`src/shared/cfi_pkg.sv`:
```
package cfi_pkg;
  ////////////////////////////////////////////////////////////////
  // widths and command bit positions
  localparam int CMD_W  = 8;
  localparam int ID_W   = 8;
  localparam int ADDR_W = 5;
  localparam int IRQ_W  = 4;
  localparam int TCNT_W = 10;

  localparam int CMD_WU = 0;
  localparam int CMD_WD = 1;
  localparam int CMD_BU = 2;
  localparam int CMD_BD = 3;
  localparam int CMD_EO = 4;
  localparam int CMD_EI = 5;
  localparam int CMD_RCW  = 6;
  localparam int CMD_RCCW = 7;

  ////////////////////////////////////////////////////////////////
  // timing
  localparam int CLK_PERIOD_NS   = 20;
  localparam int TICK_NS         = 1000000;
  localparam int TICK_CYCLES     = TICK_NS / CLK_PERIOD_NS;
  localparam int TICK_MS         = 1;
  localparam int BOOM_DELAY_MS   = 1000;
  localparam int LED_LINK_MS     = 500;
  localparam int LED_IDLE_MS     = 1000;
  localparam int LINK_TIMEOUT_MS = 250;
  localparam logic [TCNT_W-1:0] BOOM_DELAY_TICKS   = TCNT_W'(BOOM_DELAY_MS / TICK_MS);
  localparam logic [TCNT_W-1:0] LED_LINK_TICKS     = TCNT_W'(LED_LINK_MS / TICK_MS);
  localparam logic [TCNT_W-1:0] LED_IDLE_TICKS     = TCNT_W'(LED_IDLE_MS / TICK_MS);
  localparam logic [TCNT_W-1:0] LINK_TIMEOUT_TICKS = TCNT_W'(LINK_TIMEOUT_MS / TICK_MS);

  ////////////////////////////////////////////////////////////////
  // register map (byte addresses)
  localparam logic [ADDR_W-1:0] ADDR_CTRL     = 5'h00;
  localparam logic [ADDR_W-1:0] ADDR_TX_ID    = 5'h04;
  localparam logic [ADDR_W-1:0] ADDR_STATUS   = 5'h08;
  localparam logic [ADDR_W-1:0] ADDR_OUTPUTS  = 5'h0C;
  localparam logic [ADDR_W-1:0] ADDR_IRQ_STAT = 5'h10;
  localparam logic [ADDR_W-1:0] ADDR_IRQ_MASK = 5'h14;

  localparam int CTRL_ON_BOOM = 0;
  localparam int CTRL_WL_EN   = 1;
  localparam logic [1:0] CTRL_RST = 2'h2;
  localparam logic [ID_W-1:0] TX_ID_RST = 8'h00;
  localparam logic [IRQ_W-1:0] IRQ_MASK_RST = 4'h0;

  localparam int IRQ_OVERLOAD  = 0;
  localparam int IRQ_TWO_BLOCK = 1;
  localparam int IRQ_LINK_LOST = 2;
  localparam int IRQ_FOREIGN   = 3;

  typedef enum logic [1:0] {
    BUS_IDLE = 2'b01,
    BUS_ACK  = 2'b10
  } cfi_bus_e;
endpackage : cfi_pkg

```
`src/core/cfi_sync.sv`:
```
module cfi_sync #(
  parameter int W = 1
) (
  input  logic         core_clk,
  input  logic         rst,
  input  logic [W-1:0] d,
  output logic [W-1:0] q
);
  import cfi_pkg::*;

  logic [W-1:0] s1_reg;
  logic [W-1:0] s2_reg;
  logic [W-1:0] s3_reg;

  always_ff @(posedge core_clk) begin
    if (rst) begin
      s1_reg <= '0;
      s2_reg <= '0;
      s3_reg <= '0;
    end else begin
      s1_reg <= d;
      s2_reg <= s1_reg;
      s3_reg <= s2_reg;
    end
  end

  // a bit only moves once stages two and three agree
  genvar i;
  generate
    for (i = 0; i < W; i = i + 1) begin : g_bit
      always_ff @(posedge core_clk) begin
        if (rst) begin
          q[i] <= 1'b0;
        end else if (s2_reg[i] == s3_reg[i]) begin
          q[i] <= s3_reg[i];
        end
      end
    end
  endgenerate
endmodule : cfi_sync

```
`src/core/cfi_tick.sv`:
```
module cfi_tick #(
  parameter int DIV = 2
) (
  input  logic core_clk,
  input  logic rst,
  output logic tick
);
  import cfi_pkg::*;

  logic [31:0] cnt_reg;

  always_ff @(posedge core_clk) begin
    if (rst) begin
      cnt_reg <= '0;
      tick    <= 1'b0;
    end else if (cnt_reg == 32'(DIV - 1)) begin
      cnt_reg <= '0;
      tick    <= 1'b1;
    end else begin
      cnt_reg <= cnt_reg + 32'h00000001;
      tick    <= 1'b0;
    end
  end
endmodule : cfi_tick

```
`src/core/cfi_top.sv`:
```
// Operation
// - overload or two-block blocks the winch-up and extend-out outputs at once; boom-down as below.
// - winch down, boom up, extend in and rotation still pass during a trip.
// - closed load-pressure contact is healthy, open contact is overload.
// - closed two-block contact is healthy, open contact is a two-block condition.
// - either safety input unhealthy inhibits winch up and extend out; boom down follows the rules below.
// - with the winch on the boom a two-block trip leaves boom down alone but blocks winch up and extend out.
// - a load-sensor trip removes boom down only after one second.
// - a wireless command drives the outputs exactly as the same pendant command would.
// - wireless frames with a foreign transmitter identity are ignored.
// - the green indicator toggles every half second with link and every second without.
// - the pump solenoid is on whenever any function output is driven.
// - the up-limit switch stops boom up.
module cfi_top #(
  parameter int TICK_CYCLES = cfi_pkg::TICK_CYCLES
) (
  input  logic                       core_clk,
  input  logic                       rst,
  input  logic [cfi_pkg::ADDR_W-1:0] avs_address,
  input  logic                       avs_read,
  input  logic                       avs_write,
  input  logic [31:0]                avs_writedata,
  input  logic [3:0]                 avs_byteenable,
  output logic [31:0]                avs_readdata,
  output logic                       avs_waitrequest,
  input  logic [cfi_pkg::CMD_W-1:0]  pendant_cmd,
  input  logic                       rx_strobe,
  input  logic [cfi_pkg::ID_W-1:0]   rx_id,
  input  logic [cfi_pkg::CMD_W-1:0]  rx_cmd,
  input  logic                       load_sensor_ok,
  input  logic                       two_block_switch,
  input  logic                       up_limit,
  output logic [cfi_pkg::CMD_W-1:0]  func_out,
  output logic                       pump_out,
  output logic                       status_led,
  output logic                       irq
);
  import cfi_pkg::*;

  localparam int SYNC_W = 2 * CMD_W + ID_W + 4;

  logic [SYNC_W-1:0]   pin_raw;
  logic [SYNC_W-1:0]   pin_s;
  logic [CMD_W-1:0]    pend_s;
  logic                strobe_s;
  logic [ID_W-1:0]     id_s;
  logic [CMD_W-1:0]    rxc_s;
  logic                load_ok;
  logic                tb_ok;
  logic                uplim;
  logic                tick;
  logic                overload;
  logic                two_block;
  logic [1:0]          ctrl_reg;
  logic [ID_W-1:0]     tx_id_reg;
  logic [IRQ_W-1:0]    irq_st_reg;
  logic [IRQ_W-1:0]    irq_mask_reg;
  logic [IRQ_W-1:0]    irq_ev;
  logic [IRQ_W-1:0]    irq_clr;
  cfi_bus_e            bus_state_reg;
  logic [31:0]         rd_next;
  logic                wr_take;
  logic                strobe_prev_reg;
  logic                rx_take;
  logic                id_match;
  logic [TCNT_W-1:0]   link_cnt_reg;
  logic                link_active;
  logic [CMD_W-1:0]    rx_cmd_reg;
  logic [TCNT_W-1:0]   bd_cnt_reg;
  logic                bd_inh_reg;
  logic                ovl_prev_reg;
  logic                tb_prev_reg;
  logic [CMD_W-1:0]    cmd_all;
  logic [CMD_W-1:0]    func_next;
  logic [TCNT_W-1:0]   led_cnt_reg;
  logic [TCNT_W-1:0]   led_int;

  ////////////////////////////////////////////////////////////////
  // pin synchronisers and time base
  assign pin_raw = {up_limit, two_block_switch, load_sensor_ok, rx_cmd, rx_id, rx_strobe, pendant_cmd};

  cfi_sync #(.W(SYNC_W)) u_sync (
    .core_clk (core_clk),
    .rst      (rst),
    .d        (pin_raw),
    .q        (pin_s)
  );

  cfi_tick #(.DIV(TICK_CYCLES)) u_tick (
    .core_clk (core_clk),
    .rst      (rst),
    .tick     (tick)
  );

  assign pend_s   = pin_s[CMD_W-1:0];
  assign strobe_s = pin_s[CMD_W];
  assign id_s     = pin_s[CMD_W+ID_W:CMD_W+1];
  assign rxc_s    = pin_s[2*CMD_W+ID_W:CMD_W+ID_W+1];
  assign load_ok  = pin_s[SYNC_W-3];
  assign tb_ok    = pin_s[SYNC_W-2];
  assign uplim    = pin_s[SYNC_W-1];

  // open contact means trip; synced value resets low so power-up is tripped
  assign overload  = ~load_ok;
  assign two_block = ~tb_ok;

  ////////////////////////////////////////////////////////////////
  // avalon slave: one wait cycle, then a single answer cycle
  assign wr_take = (bus_state_reg == BUS_ACK) && avs_write;

  always_comb begin
    rd_next = 32'h00000000;
    case (avs_address)
      ADDR_CTRL:     rd_next = {30'h00000000, ctrl_reg};
      ADDR_TX_ID:    rd_next = {24'h000000, tx_id_reg};
      ADDR_STATUS:   rd_next = {26'h0000000, bd_inh_reg, overload | two_block, link_active, uplim, tb_ok, load_ok};
      ADDR_OUTPUTS:  rd_next = {23'h000000, pump_out, func_out};
      ADDR_IRQ_STAT: rd_next = {28'h0000000, irq_st_reg};
      ADDR_IRQ_MASK: rd_next = {28'h0000000, irq_mask_reg};
      default:       rd_next = 32'h00000000;
    endcase
  end

  always_ff @(posedge core_clk) begin
    if (rst) begin
      bus_state_reg   <= BUS_IDLE;
      avs_waitrequest <= 1'b1;
      avs_readdata    <= 32'h00000000;
    end else begin
      case (bus_state_reg)
        BUS_IDLE: begin
          if (avs_read || avs_write) begin
            bus_state_reg   <= BUS_ACK;
            avs_waitrequest <= 1'b0;
            avs_readdata    <= avs_read ? rd_next : 32'h00000000;
          end
        end
        BUS_ACK: begin
          bus_state_reg   <= BUS_IDLE;
          avs_waitrequest <= 1'b1;
        end
        default: begin
          bus_state_reg   <= BUS_IDLE;
          avs_waitrequest <= 1'b1;
        end
      endcase
    end
  end

  // all writable fields sit in byte lane 0; only the pump readback bit lies above it
  always_ff @(posedge core_clk) begin
    if (rst) begin
      ctrl_reg     <= CTRL_RST;
      tx_id_reg    <= TX_ID_RST;
      irq_mask_reg <= IRQ_MASK_RST;
    end else if (wr_take && avs_byteenable[0]) begin
      case (avs_address)
        ADDR_CTRL:     ctrl_reg     <= avs_writedata[1:0];
        ADDR_TX_ID:    tx_id_reg    <= avs_writedata[ID_W-1:0];
        ADDR_IRQ_MASK: irq_mask_reg <= avs_writedata[IRQ_W-1:0];
        default: begin
        end
      endcase
    end
  end

  ////////////////////////////////////////////////////////////////
  // wireless receiver
  // data pins pass the same synchroniser as the strobe, so the
  // transmitter must hold id and command steady around the strobe edge
  assign rx_take  = strobe_s & ~strobe_prev_reg;
  assign id_match = (id_s == tx_id_reg);
  assign link_active = (link_cnt_reg != '0);

  always_ff @(posedge core_clk) begin
    if (rst) begin
      strobe_prev_reg <= 1'b0;
      link_cnt_reg    <= '0;
      rx_cmd_reg      <= '0;
    end else begin
      strobe_prev_reg <= strobe_s;
      if (rx_take && id_match) begin
        link_cnt_reg <= LINK_TIMEOUT_TICKS;
        rx_cmd_reg   <= rxc_s;
      end else begin
        if (tick && link_active) begin
          link_cnt_reg <= link_cnt_reg - TCNT_W'(1);
        end
        // a silent transmitter must not leave a function running
        if (!link_active) begin
          rx_cmd_reg <= '0;
        end
      end
    end
  end

  ////////////////////////////////////////////////////////////////
  // boom-down delay after a load-sensor trip
  always_ff @(posedge core_clk) begin
    if (rst) begin
      bd_cnt_reg <= '0;
      bd_inh_reg <= 1'b0;
    end else if (!overload) begin
      bd_cnt_reg <= '0;
      bd_inh_reg <= 1'b0;
    end else if (tick && !bd_inh_reg) begin
      if (bd_cnt_reg == BOOM_DELAY_TICKS - TCNT_W'(1)) begin
        bd_inh_reg <= 1'b1;
      end else begin
        bd_cnt_reg <= bd_cnt_reg + TCNT_W'(1);
      end
    end
  end

  ////////////////////////////////////////////////////////////////
  // function outputs
  // wireless commands merge into the same path as the pendant
  assign cmd_all = pend_s | (ctrl_reg[CTRL_WL_EN] ? rx_cmd_reg : '0);

  always_comb begin
    func_next = cmd_all;
    if (overload || two_block) begin
      func_next[CMD_WU] = 1'b0;
      func_next[CMD_EO] = 1'b0;
    end
    if (bd_inh_reg || (two_block && !ctrl_reg[CTRL_ON_BOOM])) begin
      func_next[CMD_BD] = 1'b0;
    end
    if (uplim) begin
      func_next[CMD_BU] = 1'b0;
    end
  end

  always_ff @(posedge core_clk) begin
    if (rst) begin
      func_out <= '0;
      pump_out <= 1'b0;
    end else begin
      func_out <= func_next;
      pump_out <= |func_next;
    end
  end

  ////////////////////////////////////////////////////////////////
  // link indicator
  assign led_int = link_active ? LED_LINK_TICKS : LED_IDLE_TICKS;

  always_ff @(posedge core_clk) begin
    if (rst) begin
      led_cnt_reg <= '0;
      status_led  <= 1'b0;
    end else if (tick) begin
      // >= so a shorter interval after link-up takes effect at once
      if (led_cnt_reg >= led_int - TCNT_W'(1)) begin
        led_cnt_reg <= '0;
        status_led  <= ~status_led;
      end else begin
        led_cnt_reg <= led_cnt_reg + TCNT_W'(1);
      end
    end
  end

  ////////////////////////////////////////////////////////////////
  // interrupts: sticky events, write one to clear, set beats clear
  assign irq_ev[IRQ_OVERLOAD]  = overload & ~ovl_prev_reg;
  assign irq_ev[IRQ_TWO_BLOCK] = two_block & ~tb_prev_reg;
  assign irq_ev[IRQ_LINK_LOST] = tick && (link_cnt_reg == TCNT_W'(1)) && !(rx_take && id_match);
  assign irq_ev[IRQ_FOREIGN]   = rx_take & ~id_match;
  assign irq_clr = (wr_take && avs_byteenable[0] && avs_address == ADDR_IRQ_STAT) ?
                   avs_writedata[IRQ_W-1:0] : '0;

  always_ff @(posedge core_clk) begin
    if (rst) begin
      // synced contacts read tripped after reset, so no false event at release
      ovl_prev_reg <= 1'b1;
      tb_prev_reg  <= 1'b1;
      irq_st_reg   <= '0;
      irq          <= 1'b0;
    end else begin
      ovl_prev_reg <= overload;
      tb_prev_reg  <= two_block;
      irq_st_reg   <= (irq_st_reg & ~irq_clr) | irq_ev;
      irq          <= |(irq_st_reg & irq_mask_reg);
    end
  end

  ////////////////////////////////////////////////////////////////
  // checks
  localparam int BD_LAST = int'(BOOM_DELAY_TICKS) - 1;
endmodule : cfi_top

```
`config.mk`:
```
export PLATFORM = sky130hd
export DESIGN_NAME = cfi_top
export DESIGN_NICKNAME = d
export VERILOG_FILES = /design/src/shared/cfi_pkg.sv /design/src/core/cfi_sync.sv /design/src/core/cfi_tick.sv /design/src/core/cfi_top.sv
export SDC_FILE = /design/constraint.sdc
export NUM_CORES = 1
export LEC_CHECK = 0
export CAP_MARGIN = 20
export CORE_UTILIZATION = 48
export CTS_CLUSTER_DIAMETER = 200
export CTS_CLUSTER_SIZE = 28
export DETAILED_ROUTE_END_ITERATION = 16
export DONT_BUFFER_PORTS = 1
export MAX_ROUTING_LAYER = met4
export SLEW_MARGIN = 10
export SYNTH_ARGS = -nofsm -noshare
export SYNTH_HDL_FRONTEND = slang
export SYNTH_SLANG_ARGS = --single-unit
```
`constraint.sdc`:
```
create_clock -name core_clk -period 3.4 [get_ports core_clk]
set_clock_uncertainty 0.2 [all_clocks]
set_input_delay 0.34 -clock core_clk [delete_from_list [all_inputs] [get_ports core_clk]]
set_output_delay 0.34 -clock core_clk [all_outputs]
set_load 0.005 [all_outputs]
```
After elaboration in Yosys (flattened, before gate mapping)
Index checks and enable logic that the tools add are counted.
Widths: inputs -> output; s select.

word-level totals
  register bits after elaboration = 251
  input bits = 73
  logic and storage cells = 164
  output and inout port bits = 44

operators by class
  add/sub/neg operators = 5
  reduce and logical (&&, ||, !) cells = 31
  $lt $le $gt $ge = 1
  eq/ne operators = 40
  bitwise logic cells = 19
  mux-type cells = 15

operators by type and width
  kind                   count
  $pmux 9 s6             1
  $mux 8                 5
  $add 32x1->32 const B  1
  $eq 32x16->1 const B   1
  $mux 32                1
  $eq 1x1->1             28
  $add 10x1->10 const B  2
  $mux 10                2
  $sub 10x1->10 const B  2
  $reduce_and 2->1       7
  $eq 10x1->1 const B    1
  $eq 10x10->1 const B   1
  $eq 5x4->1 const B     2
  $eq 5x5->1 const B     2
  $ge 10x10->1           1
  $reduce_bool 10->1     1
  $logic_and 1x1->1      9
  $not 1->1              9
  $and 4x4->4            2
  $eq 8x8->1             1
  $or 8x8->8             1
  $reduce_or 2->1        4
  $reduce_or 8->1        1
  $eq 5x3->1 const B     1
  other kinds (14)       25

Logic depth before layout (Yosys ltp)
  depth in word-level cells = 8
  gate-level depth with buffers = 10
  gate-level depth less buffers = 9

By module
Synthesis repeated with hierarchy kept, for this count alone.

second synthesis, totals
  cell total of the unflattened synthesis = 938
  area total of the unflattened synthesis = 8899.8 um^2

by module, submodules not included
  module    area each (um^2)  times used  seq. area each (um^2)  cells each
  cfi_top   4100.2            1           1641.6                 462
  cfi_sync  3215.6            1           2242.2                 292
  cfi_tick  1584.0            1           660.6                  184

Worst setup path before layout
Ideal clock, no wire load.

  path type = register -> register
  start = reg link_cnt_reg[0]
  end = reg status_led
  slack = 0.768 ns
  cell stages (with the launch flop) = 11
  period minus slack after synthesis = 2.632 ns
  arrival = 2.297 ns
  required time = 3.066 ns
  setup time = 0.134 ns
  path buffers = 1
  path through = dfxtp_1 > inv_1 > ha_1 > nand4_1 > clkbuf_1 > ha_1 > a211o_1 > a21o_1 > nand2_1 > nor4_1 > or4_1

between the ends
  cells in the longest elaborated chain, start to end = 5

RTL lines
  element                            RTL line        text
  start, declared                    cfi_top.sv:66   logic [TCNT_W-1:0] link_cnt_reg;
  start signal, assigned             cfi_top.sv:187  link_cnt_reg <= link_cnt_reg - TCNT_W'(1);
  $reduce_bool 10->1                 cfi_top.sv:173  assign link_active = (link_cnt_reg != '0);
  $mux 10                            cfi_top.sv:246  assign led_int = link_active ? LED_LINK_TICKS : LED_IDLE_TICKS;
  $sub 10x1->10                      cfi_top.sv:254  if (led_cnt_reg >= led_int - TCNT_W'(1)) begin
  $ge 10x10->1                       cfi_top.sv:254
  $reduce_and 2->1 (no source line)  -
  end signal, assigned               cfi_top.sv:256  status_led <= ~status_led;
  end, declared                      cfi_top.sv:35   output logic status_led,

Every way passes these cells.
A chain may end at the register's enable or synchronous reset.

Final worst setup path
  start = reg u_sync.q[15]
  end = reg link_cnt_reg[4]

between the ends
  cells in the longest elaborated chain, start to end = 3
  elaborated cells on any way between the ends = 4
  those cells by class = eq/ne (1); mux (1); reduce/logical (2)

RTL lines
  element                                             RTL line        text
  start, declared                                     cfi_sync.sv:7   output logic [W-1:0] q
  start signal, assigned by index                     cfi_sync.sv:35  q[i] <= s3_reg[i];
  $eq 8x8->1 *                                        cfi_top.sv:172  assign id_match = (id_s == tx_id_reg);
  $logic_and 1x1->1 *                                 cfi_top.sv:182  if (rx_take && id_match) begin
  $mux 8 / $reduce_bool 2->1 (equally long branches)  -

Mark *: on every way between the ends. The rest lies on a longest branch, timed or not.

==> flow_summary.yaml <==
run_status:
  status: "complete, no violations"
sta:
  fin_ws_ns: 0.652
  fmax_mhz: 364
  period_needed_ns: 2.75
  grt_setup_unrepaired: "false"
  fin_crit_sh_pct: 80.8
  relSlewSlack_pct: 50.8
  setup_viol: 0
  worst_slew_pin_slew_ns: 0.736
  fin_setup_tns_ns: 0
  finalHoldViolCount: 0
  final-max-slew-violation-count: 0
detailed_routing:
  wirelength_mm: 16.2
  vias: 6086
  firstDrtPassIters: 4
  via_per_inst: 5.20
  antenna_left: 0
  first_iter_violations: 371
  route.detailed.drc: 0
  wl_per_cell_um: 13.9
floorplanning:
  die_w_um: 136
  coreArea_um2: 17400
  die_area_um2: 18500
  rows: 48
  ioPinCount: 117
  die_height_um: 136
  start_util_pct: 49.5
setup_path:
  path_cells: "xor2_1, nor4_1, nand3_1, a21oi_1, dlygate4sd3_1"
  cp_data_required_time_ns: 3.62
  crit_path_top_delay_cell: "nand3_1"
  end_kind: "register"
  worst_setup_path_start_kind: "register"
  critPathArrivalTime_ns: 2.97
  slowest_delay_ns: 0.59
  cp_max_fo: 14
  path_class: "reg2reg"
logic_synthesis:
  synth-seq-cells: 227
  synth_area_um2: 8620
  ys_seq_area_share_pct: 52.7
  synth_ff_type: "dfxtp_1"
  netlist_instances: 910
  yosys_warnings: 0
  postSynthAreaPerCell_um2: 9.48
  async_flop_share_pct: 0
  ys_types: 58
  synth_edf_count: 0
cts:
  htree_levels: 1
  clkSinkCount: 227
  post_cts_resized: 0
  cts_setup_buffers: 0
  tritoncts: "done"
  cts_root_buf: "clkbuf_16"
  numCtsBuffers: 12
  clock_latency_ns: 0.47
  clockBufferDepth: 3
  holdBufCountCts: 53
  cts.clk_slew.worst_paths_ns: 0.10
flow_run:
  drv_cap: 0
layout:
  nets: 1028
  num_antenna_cells: 0
  multiInputGateArea_um2: 3790
  drive_gt1_share_pct: 4.55
  largest_reg_flops: 32
  n_fill_cell: 1564
  regArea_um2: 4540
  mostFrequentLayoutCells: "227 x dfxtp_1, 92 x nor2_1, 88 x nor2b_1"
  area_growth_pct: 11.5
  mostFrequentLayoutCell: "dfxtp_1"
grt:
  grt_pass1_vias: 5688
  antenna_found_initial: 0
  overflow: 0
  grt_pass1_wl_mm: 26.6
  track_usage_pct: 18.1
  grt_max_degree: 161
place:
  dp_slack_ns: 0.771
  port_buffers: 0
  place_hpwl_mm: 10.9
  place_congestion: 0.878
worst_hold_path:
  hp-class: "in2reg"
power:
  ir_drop_v: 0.000411
  leakagePower_nw: 3.58
  power_density_nw_per_um2: 461
==> logic make-up after synthesis <==
family,after synthesis,synth area share (%)
other,1,0.0435
DFF,227,52.7
AOI/OAI and AO/OA,133,8.72
muxes,22,2.89
xor gates and xnor gates,60,6.09
buffers and inverters,75,4.37
adders and majority gates,9,1.31
and+or+nand+nor,383,23.9
==> synth_stat cells, types with 2 or more instances <==
cell type | instances | share of area [%]
a211oi_1 | 2 | 0.17
a21oi_1 | 63 | 3.7
a22o_1 | 2 | 0.20
a22oi_1 | 12 | 1.0
a2bb2oi_1 | 2 | 0.20
a31oi_1 | 3 | 0.22
and2_1 | 2 | 0.15
and3_1 | 6 | 0.44
and4_1 | 4 | 0.41
buf_1 | 4 | 0.17
buf_2 | 7 | 0.41
buf_4 | 23 | 2.0
clkbuf_1 | 23 | 1.0
dfxtp_1 | 227 | 53
ha_1 | 9 | 1.3
inv_1 | 17 | 0.74
mux2_2 | 3 | 0.39
mux2i_1 | 17 | 2.0
mux4_2 | 2 | 0.52
nand2_1 | 75 | 3.3
nand3_1 | 32 | 1.9
nand4_1 | 19 | 1.4
nor2_1 | 92 | 4.0
nor2b_1 | 88 | 6.4
nor3_1 | 17 | 0.99
nor3_2 | 2 | 0.23
nor4_1 | 14 | 1.0
nor4_2 | 5 | 0.73
nor4_4 | 2 | 0.49
nor4b_1 | 2 | 0.20
o211ai_1 | 3 | 0.26
o21ai_0 | 37 | 2.1
o41ai_1 | 2 | 0.20
or2_2 | 4 | 0.29
or3_1 | 5 | 0.36
or4_1 | 3 | 0.26
xnor2_1 | 24 | 2.4
xor2_1 | 36 | 3.7
==> path summary, 6_finish.rpt <==
kind | from | cells past startpoint | end | slack [ns]
hold reg to reg | u_sync.s1_reg[21] | 1 | u_sync.s2_reg[21] | 0.21
setup reg to reg | u_sync.q[15] | 5 | link_cnt_reg[4] | 0.65
setup / recovery | u_sync.q[15] | 5 | link_cnt_reg[4] | 0.65
hold / removal | avs_address[3] | 3 | avs_readdata[3] | 0.03
==> area by class of cell <==
cell class                 count  share of cell area [%]
sequential                   227                    47.3
timing repair buffer          57                    6.01
multi-input combinational    630                    39.4
clock buffer                  13                    3.38
tap                          225                    2.93
inverter                      18                   0.703
clock inverter                 1                   0.312
==> routing by layer <==
metal	GRT usage (%)	wire length, um	vias to the layer above
met1	23.8	7970	2840
met2	28.5	7170	116
li1	-	-	3104
met5	-	0	-
met4	5.12	376	0
met3	2.87	709	26
==> critical path, delay by kind of cell, from the launching register on <==
family	cells	cell delay (ns)
DFF	1	0.35
and+or+nand+nor	2	1.12
xor gates and xnor gates	1	0.17
buffers and inverters	1	0.57
AOI/OAI and AO/OA	1	0.29
==> power by group <==
part           switching, W  internal [W]  total, W
combinational     0.0000858     0.0000782  0.000164
clock              0.000831      0.000705   0.00154
sequential        0.0000249       0.00271   0.00273
total              0.000942       0.00349   0.00443
==> metrics by stage <==
stage / cells / hold WS, ns / power (W) / utilization [%] / area, um2
CTS: 1171 / 0.0221 / 0.00449 / 55.2 / 9610
detailed placement: 1104 / 0.220 / 0.00289 / 50.0 / 8710
floorplan: 932 / 0.207 / 0.00291 / - / 8710
finish: 1171 / 0.0319 / 0.00443 / 55.2 / 9610
global route: 1171 / 0.0512 / 0.00461 / 55.2 / 9610
global placement: 1104 / 0.220 / 0.00288 / 50.0 / 8710
(Power assumes the default switching activity.)
